$ cat src/hw/pio_defs.vh
`ifndef PIO_DEFS_VH
`define PIO_DEFS_VH
// ----------------------------------------------------------------
// register word addresses
// ----------------------------------------------------------------
`define PIO_ADDR_W       5
`define PIO_OFS_DATA     5'h00
`define PIO_OFS_DIR      5'h08
`define PIO_OFS_PULL     5'h10
`define PIO_OFS_PIN      5'h18
`define PIO_OFS_P2PULL   5'h1A
`define PIO_OFS_RTOCTL   5'h1B
`define PIO_OFS_RTOBUF   5'h1C
// ----------------------------------------------------------------
// field positions and reset values
// ----------------------------------------------------------------
`define PIO_RTO_LO_EN    0
`define PIO_RTO_HI_EN    1
`define PIO_RTO_LO_SRC   2
`define PIO_RTO_HI_SRC   3
`define PIO_RST_BYTE     8'h00
`define PIO_RST_BIT      1'b0
`define PIO_P2_PULL_MASK 8'hFC
`define PIO_NO_PULL      8'h00
`define PIO_PORT_IN      2
`define PIO_PORT_NOPULL  7
`define PIO_NPORTS       8
`define PIO_RST_CTL      4'h0
`define PIO_WAIT_IDLE    1'b1
`endif

$ cat src/hw/pio_sync.v
`timescale 1ns/10ps
// ----------------------------------------------------------------
// three-stage pin synchroniser, change taken when stages 2 and 3 agree
// ----------------------------------------------------------------
module pio_sync #(
    parameter W = 8
) (
    input  wire         mclk_i,
    input  wire         rst_n_i,
    input  wire [W-1:0] d_i,
    output reg  [W-1:0] q_o
);
    reg [W-1:0] s1;
    reg [W-1:0] s2;
    reg [W-1:0] s3;
    always @(posedge mclk_i or negedge rst_n_i) begin
        if (!rst_n_i) begin
            s1  <= {W{1'b0}};
            s2  <= {W{1'b0}};
            s3  <= {W{1'b0}};
            q_o <= {W{1'b0}};
        end else begin
            s1  <= d_i;
            s2  <= s1;
            s3  <= s2;
            q_o <= (s2 & s3) | (q_o & (s2 | s3));
        end
    end
endmodule

$ cat src/hw/pio_top.v
`timescale 1ns/10ps
`include "pio_defs.vh"
module pio_top (
    input  wire        mclk_i,
    input  wire        rst_n_i,
    input  wire [4:0]  avs_address_i,
    input  wire        avs_read_i,
    input  wire        avs_write_i,
    input  wire [31:0] avs_writedata_i,
    output reg  [31:0] avs_readdata_o,
    output reg         avs_waitrequest_o,
    input  wire        rto_timer_trig_i,
    input  wire        rto_ext_trig_i,
    input  wire [63:0] pin_in_i,
    output reg  [63:0] pin_out_o,
    output reg  [63:0] pin_oe_o,
    output reg  [63:0] pin_pullup_o
);
    // ----------------------------------------------------------------
    // state
    // ----------------------------------------------------------------
    reg  [63:0] out_latch;
    reg  [63:0] dir_out;
    reg  [55:0] pull_en;
    reg         p2_pull;
    reg  [3:0]  rto_ctl;
    reg  [7:0]  rto_buf;
    reg         ack;
    reg         trig_t_d;
    reg         trig_e_d;
    wire [63:0] pin_sync;
    wire [63:0] dir_eff;
    wire [63:0] pull_eff;
    wire        trig_t_rise;
    wire        trig_e_rise;
    wire        lo_fire;
    wire        hi_fire;
    reg  [31:0] next_rdata;
    reg  [63:0] next_out;
    integer     k;
    integer     j;

    pio_sync #(.W(64)) u_sync (
        .mclk_i  (mclk_i),
        .rst_n_i (rst_n_i),
        .d_i     (pin_in_i),
        .q_o     (pin_sync)
    );

    // port two never drives
    assign dir_eff = dir_out & ~({56'h0, 8'hFF} << (8 * `PIO_PORT_IN));

    // pull-up only on inputs; port seven has none
    genvar g;
    generate
        for (g = 0; g < 8; g = g + 1) begin : g_pull
            if (g == `PIO_PORT_IN) begin : g_p2
                assign pull_eff[8*g+7:8*g] = p2_pull ? `PIO_P2_PULL_MASK : `PIO_NO_PULL;
            end else if (g == `PIO_PORT_NOPULL) begin : g_p7
                assign pull_eff[8*g+7:8*g] = `PIO_NO_PULL;
            end else begin : g_pn
                assign pull_eff[8*g+7:8*g] = pull_en[8*g+7:8*g] & ~dir_out[8*g+7:8*g];
            end
        end
    endgenerate

    // ----------------------------------------------------------------
    // real-time output triggers
    // ----------------------------------------------------------------
    // triggers come from same-clock logic, so only an edge detect is used
    assign trig_t_rise = rto_timer_trig_i & ~trig_t_d;
    assign trig_e_rise = rto_ext_trig_i & ~trig_e_d;
    assign lo_fire = rto_ctl[`PIO_RTO_LO_EN] &
                     (rto_ctl[`PIO_RTO_LO_SRC] ? trig_e_rise : trig_t_rise);
    assign hi_fire = rto_ctl[`PIO_RTO_HI_EN] &
                     (rto_ctl[`PIO_RTO_HI_SRC] ? trig_e_rise : trig_t_rise);

    function [7:0] pick;
        input [63:0] v;
        input [2:0]  n;
        begin
            pick = v[8*n +: 8];
        end
    endfunction

    wire wr_hit = avs_write_i & ack;
    wire rd_req = avs_read_i & ~ack;

    always @* begin
        next_rdata = 32'h0000_0000;
        case (avs_address_i)
            `PIO_OFS_P2PULL: next_rdata = {31'h0, p2_pull};
            `PIO_OFS_RTOCTL: next_rdata = {28'h0, rto_ctl};
            `PIO_OFS_RTOBUF: next_rdata = {24'h0, rto_buf};
            default: begin
                if (avs_address_i < `PIO_OFS_DIR)
                    next_rdata = {24'h0, pick(out_latch, avs_address_i[2:0])};
                else if (avs_address_i < `PIO_OFS_PULL)
                    next_rdata = {24'h0, pick(dir_eff, avs_address_i[2:0])};
                else if (avs_address_i < `PIO_OFS_PIN)
                    next_rdata = {24'h0, pick(pull_eff, avs_address_i[2:0])};
                else
                    next_rdata = {24'h0, pick(pin_sync, avs_address_i[2:0])};
            end
        endcase
    end

    always @* begin
        next_out = out_latch;
        if (wr_hit && avs_address_i < `PIO_OFS_DIR)
            next_out[8*avs_address_i[2:0] +: 8] = avs_writedata_i[7:0];
        // a trigger in the same cycle as a software write wins the nibble
        if (lo_fire)
            next_out[3:0] = rto_buf[3:0];
        if (hi_fire)
            next_out[7:4] = rto_buf[7:4];
    end

    // ----------------------------------------------------------------
    // Avalon slave handshake, one wait cycle per access
    // ----------------------------------------------------------------
    // ack marks the second cycle of an access, so a held request is served again every second cycle
    always @(posedge mclk_i or negedge rst_n_i) begin
        if (!rst_n_i) begin
            ack               <= `PIO_RST_BIT;
            avs_waitrequest_o <= `PIO_WAIT_IDLE;
        end else begin
            ack               <= (avs_read_i | avs_write_i) & ~ack;
            avs_waitrequest_o <= ~((avs_read_i | avs_write_i) & ~ack);
        end
    end

    // read data are caught when the access is first seen and stand until the next read
    always @(posedge mclk_i or negedge rst_n_i) begin
        if (!rst_n_i) begin
            avs_readdata_o <= {4{`PIO_RST_BYTE}};
        end else if (rd_req) begin
            avs_readdata_o <= next_rdata;
        end
    end

    // ----------------------------------------------------------------
    // trigger edge memory
    // ----------------------------------------------------------------
    always @(posedge mclk_i or negedge rst_n_i) begin
        if (!rst_n_i) begin
            trig_t_d <= `PIO_RST_BIT;
            trig_e_d <= `PIO_RST_BIT;
        end else begin
            trig_t_d <= rto_timer_trig_i;
            trig_e_d <= rto_ext_trig_i;
        end
    end

    // ----------------------------------------------------------------
    // port data latches and direction
    // ----------------------------------------------------------------
    always @(posedge mclk_i or negedge rst_n_i) begin
        if (!rst_n_i) begin
            out_latch <= {8{`PIO_RST_BYTE}};
        end else begin
            out_latch <= next_out;
        end
    end

    always @(posedge mclk_i or negedge rst_n_i) begin
        if (!rst_n_i) begin
            dir_out <= {8{`PIO_RST_BYTE}};
        end else if (wr_hit && avs_address_i >= `PIO_OFS_DIR &&
                     avs_address_i < `PIO_OFS_PULL) begin
            for (k = 0; k < `PIO_NPORTS; k = k + 1) begin
                if (k == avs_address_i[2:0]) begin
                    dir_out[8*k +: 8] <= avs_writedata_i[7:0];
                end
            end
        end
    end

    // ----------------------------------------------------------------
    // pull-up enables
    // ----------------------------------------------------------------
    // port seven has no enable register at all, so its writes fall away here
    always @(posedge mclk_i or negedge rst_n_i) begin
        if (!rst_n_i) begin
            pull_en <= {7{`PIO_RST_BYTE}};
        end else if (wr_hit && avs_address_i >= `PIO_OFS_PULL &&
                     avs_address_i < `PIO_OFS_PIN &&
                     avs_address_i[2:0] != `PIO_PORT_NOPULL) begin
            for (j = 0; j < `PIO_PORT_NOPULL; j = j + 1) begin
                if (j == avs_address_i[2:0]) begin
                    pull_en[8*j +: 8] <= avs_writedata_i[7:0];
                end
            end
        end
    end

    always @(posedge mclk_i or negedge rst_n_i) begin
        if (!rst_n_i) begin
            p2_pull <= `PIO_RST_BIT;
        end else if (wr_hit && avs_address_i == `PIO_OFS_P2PULL) begin
            p2_pull <= avs_writedata_i[0];
        end
    end

    // ----------------------------------------------------------------
    // real-time output control and buffer
    // ----------------------------------------------------------------
    always @(posedge mclk_i or negedge rst_n_i) begin
        if (!rst_n_i) begin
            rto_ctl <= `PIO_RST_CTL;
            rto_buf <= `PIO_RST_BYTE;
        end else if (wr_hit) begin
            if (avs_address_i == `PIO_OFS_RTOCTL) begin
                rto_ctl <= avs_writedata_i[3:0];
            end
            if (avs_address_i == `PIO_OFS_RTOBUF) begin
                rto_buf <= avs_writedata_i[7:0];
            end
        end
    end

    // ----------------------------------------------------------------
    // pin outputs, all registered
    // ----------------------------------------------------------------
    // next_out feeds both latch and pin, so a trigger reaches the pin without extra delay
    always @(posedge mclk_i or negedge rst_n_i) begin
        if (!rst_n_i) begin
            pin_out_o    <= {8{`PIO_RST_BYTE}};
            pin_oe_o     <= {8{`PIO_RST_BYTE}};
            pin_pullup_o <= {8{`PIO_RST_BYTE}};
        end else begin
            pin_out_o    <= next_out;
            pin_oe_o     <= dir_eff;
            pin_pullup_o <= pull_eff;
        end
    end
endmodule
$ cat config.mk
export PLATFORM = sky130hd
export DESIGN_NAME = pio_top
export DESIGN_NICKNAME = d
export VERILOG_FILES = /design/src/hw/pio_sync.v /design/src/hw/pio_top.v
export VERILOG_INCLUDE_DIRS = /design/src /design/src/hw
export SDC_FILE = /design/constraint.sdc
export NUM_CORES = 1
export LEC_CHECK = 0
export BUFFER_PORTS_ARGS = -buffer_cell sky130_fd_sc_hd__buf_2
export CELL_PAD_IN_SITES_DETAIL_PLACEMENT = 1
export CELL_PAD_IN_SITES_GLOBAL_PLACEMENT = 1
export CORE_MARGIN = 2
export CORE_UTILIZATION = 35
export CTS_CLUSTER_DIAMETER = 50
export CTS_CLUSTER_SIZE = 12
export DETAILED_ROUTE_END_ITERATION = 8
export PLACE_DENSITY_LB_ADDON = 0.1
export SKIP_LAST_GASP = 1
export SLEW_MARGIN = 10
export SYNTH_ARGS = -nofsm -noshare
export SYNTH_HDL_FRONTEND = slang
export SYNTH_HIERARCHICAL = 1
export SYNTH_SLANG_ARGS = --single-unit
$ cat constraint.sdc
create_clock -name mclk_i -period 2.68 [get_ports mclk_i]
set_input_delay 0.268 -clock mclk_i [delete_from_list [all_inputs] [get_ports mclk_i]]
set_output_delay 0.268 -clock mclk_i [all_outputs]
set_load 0.05 [all_outputs]
==> impl_metrics.ini <==
[outcome]
status = finished clean

[final_layout]
stdcell_count = 2503
syn_to_final_growth_pct = 23.9
post-route-util = 0.439
fill_cells = 5819
drive_gt1_frac = 0.394
nets = 1817

[routing]
route.met2.wl_um = 29300
top_layer_used = met5
via_count = 12044
wl_met3_um = 2860
drt-met1-wl_um = 26300
via_per_inst = 4.81
ant_nets = 0
dr.pass1.iters = 6
drc = 0
detail_route.wl_per_cell_um = 24.0
drtIter0Drc = 647
drt-total-wl_um = 60200

[setup_path]
crit_cells = 6
r2r_cells = 6
crit_type = reg -> reg
crit_path_max_fanout = 10
critical_path.slowest_cell = or4_4
path_buf_inv = 1
arrival_ns = 2.54
crit_chain = nand2_1, or4_4, nor3_4, buf_4, nand3_1, o21ai_0
startpoint_type = flop
cp-end-kind = flop
cpPeakStageDelay_ns = 0.51
required_ns = 3.20
critPathTopFamily = simple AND/OR/NAND/NOR gates

[timing]
period_share = 0.753
grt_setup_unrepaired = no
worstMarginPinSlew_ns = 0.633
hold_viol = 0
relSlewSlack = 0.567
period_needed_ns = 2.02
fin_setup_tns_ns = 0
timing.fmax_ghz = 0.496
finalMaxSlewViolations = 0
finalSetupViolCount = 0
fin_worst_skew_ns = 0.0336

[yosys]
ys_seq_area_frac = 0.678
yosysTopAreaCellShare = 0.677
yosys_most_used_dff = dfrtp_1
synth.largest_area_cell = dfrtp_1
synth_edf_count = 0
yosys_warnings = 6
async_reset_ff_frac = 1.00
synthTopCellsByArea = dfrtp_1 68%, mux2_2 7.8%, maj3_2 3.5%
ys_types = 69
synthesis.instances = 1310
syn_avg_cell_area_um2 = 15.6
synth_area_mm2 = 0.0204
ys_ff_latch = 554

[global_routing]
grt_pass1_wl_um = 88700
grt.overflow.total = 0
grt_usage = 0.203
grt_pass1_vias = 13077
grt_antenna_before_repair = 4
grt_max_degree = 80

[power_and_ir_drop]
p_sw_frac = 0.306
power_frac_comb = 0.172
p_seq_frac = 0.455
switching_power_mw = 6.63
p_clk_frac = 0.374
leakagePower_nw = 12.2
max-vdd-ir-drop_uv = 489
intPower_mw = 15.0
power_density_mw_per_mm2 = 856

[clocking]
cts_sinks = 554
cts_buffers = 61
clkTransAtPathRegs_ns = 0.06
cts_max_level = 2
cts_setup_buffers = 0
tritoncts = yes
clockBufferDepth = 3
clk_latency_ns = 0.63
root_buffer = clkbuf_16

[placed_design]
gp_congestion = 0.850
dp_cells = 2337
numPortBuffers = 265
dp_hpwl_um = 42600

[die]
dieHeight_um = 246
die_area_mm2 = 0.0603
coreArea_mm2 = 0.0577
start_util = 0.354
rows = 88
die_x_um = 246
io_pins = 332

[hold_path]
min_path_cells = 3
hp-class = in -> reg

[flow_run]
maxCapViolCount = 0
==> layout by cell type, fill, tap and decap left out, types with 13 or more instances in the layout <==
master,Yosys,final
a21oi_1,31,31
buf_2,9,263
buf_4,56,51
clkbuf_16,0,63
conb_1,1,42
dfrtp_1,553,553
dlygate4sd3_1,0,69
inv_1,13,13
maj3_2,64,64
mux2_2,142,142
mux2i_1,24,24
mux4_2,31,31
nand2_1,68,68
nand3_1,16,16
nor2_1,35,35
nor2b_1,53,53
o21ai_0,33,33
==> per-stage QoR <==
step | setup slack (ns) | hold WS, ns | instance area [um2] | total power, mW
floorplan | 0.133 | -0.0276 | 20600 | 12.3
global placement | 0.311 | 0.299 | 22700 | 13.6
detailed placement | 0.272 | 0.304 | 22700 | 13.7
CTS | 0.641 | 0.129 | 25300 | 22.0
global route | 0.516 | 0.161 | 25300 | 22.6
finish | 0.663 | 0.141 | 25300 | 21.7
==> layer usage <==
layer,track usage,vias to the layer above
met5,0,-
met3,0.0381,95
met1,0.274,6371
met2,0.333,277
met4,0.0606,6
li1,-,5295
==> cell usage after synthesis (5+ instances only) <==
library cell	count
nand3_1	16
a221oi_1	9
o21ai_1	10
a21oi_1	31
mux2_2	142
maj3_2	64
buf_6	14
nor2b_1	53
mux2i_1	24
nor3_1	6
and2_1	9
nand2b_1	8
o21ai_0	33
dfrtp_1	553
inv_1	13
mux4_2	31
ha_1	6
nor2_1	35
clkbuf_1	19
a221o_1	5
buf_4	56
mux4_1	9
buf_2	9
nand2_1	68
mux2_4	9
==> sequential cells by signal, summed over array words and instances, names as in the netlist, 4 cells and up <==
signal,count
u_sync/s1,64
out_latch,64
avs_readdata_o,8
pin_pullup_o,49
u_sync/s3,64
u_sync/q_o,64
pin_oe_o,56
rto_ctl,4
dir_out,56
u_sync/s2,64
pull_en,48
rto_buf,8
==> worst paths after layout <==
kind / from / to / slack, ns
hold reg to reg: u_sync/s1[54] / u_sync/s2[54] / 0.34
max in group asynchronous: rst_n_i / u_sync/q_o[21] / 1.54
setup reg to reg: ack / out_latch[61] / 0.66
min in group asynchronous: rst_n_i / u_sync/s2[54] / 0.23
hold / removal: avs_writedata_i[4] / out_latch[60] / 0.14
setup / recovery: ack / out_latch[61] / 0.66
==> tightest hold or removal path, stage by stage <==
cell     delay, ns
buf_2         0.23
nand3_1       0.13
o21ai_0       0.08
==> power by group through the flow <==
stage	Combinational, mW	Sequential (mW)	Clock (mW)
final	3.72	9.85	8.09
after global routing	3.93	9.96	8.67
after CTS	3.76	9.87	8.32
after detailed placement	3.67	10.0	0
after global placement	3.64	9.98	0
after floorplan	1.27	11.1	0
==> logic make-up (layout without fill, tap and decap cells) <==
family | Yosys count | after routing | share of synthesized area
flops | 554 | 554 | 0.678
simple gates | 232 | 232 | 0.0615
mux | 217 | 217 | 0.145
buf+inv | 119 | 505 | 0.0400
compound gates | 117 | 117 | 0.0361
fa+ha+maj | 70 | 70 | 0.0389
other cells | 1 | 43 | 0.000184
==> area by class of cell <==
class,count,area (um2),area share
Sequential cell,554,13900,0.548
Multi-Input combinational cell,678,5910,0.233
Timing Repair Buffer,395,2630,0.104
Clock buffer,78,1720,0.0681
Tap cell,765,957,0.0378
Clock inverter,18,186,0.00736
Inverter,14,52.6,0.00208
Antenna cell,1,2.50,0.0000988
==> timing repair <==
item                                   CTS  global route
hold buffers                            69             0
resized for setup                        0             0
endpoints found under the hold margin  120             0
No activity file was read; power rests on OpenSTA's default activity.
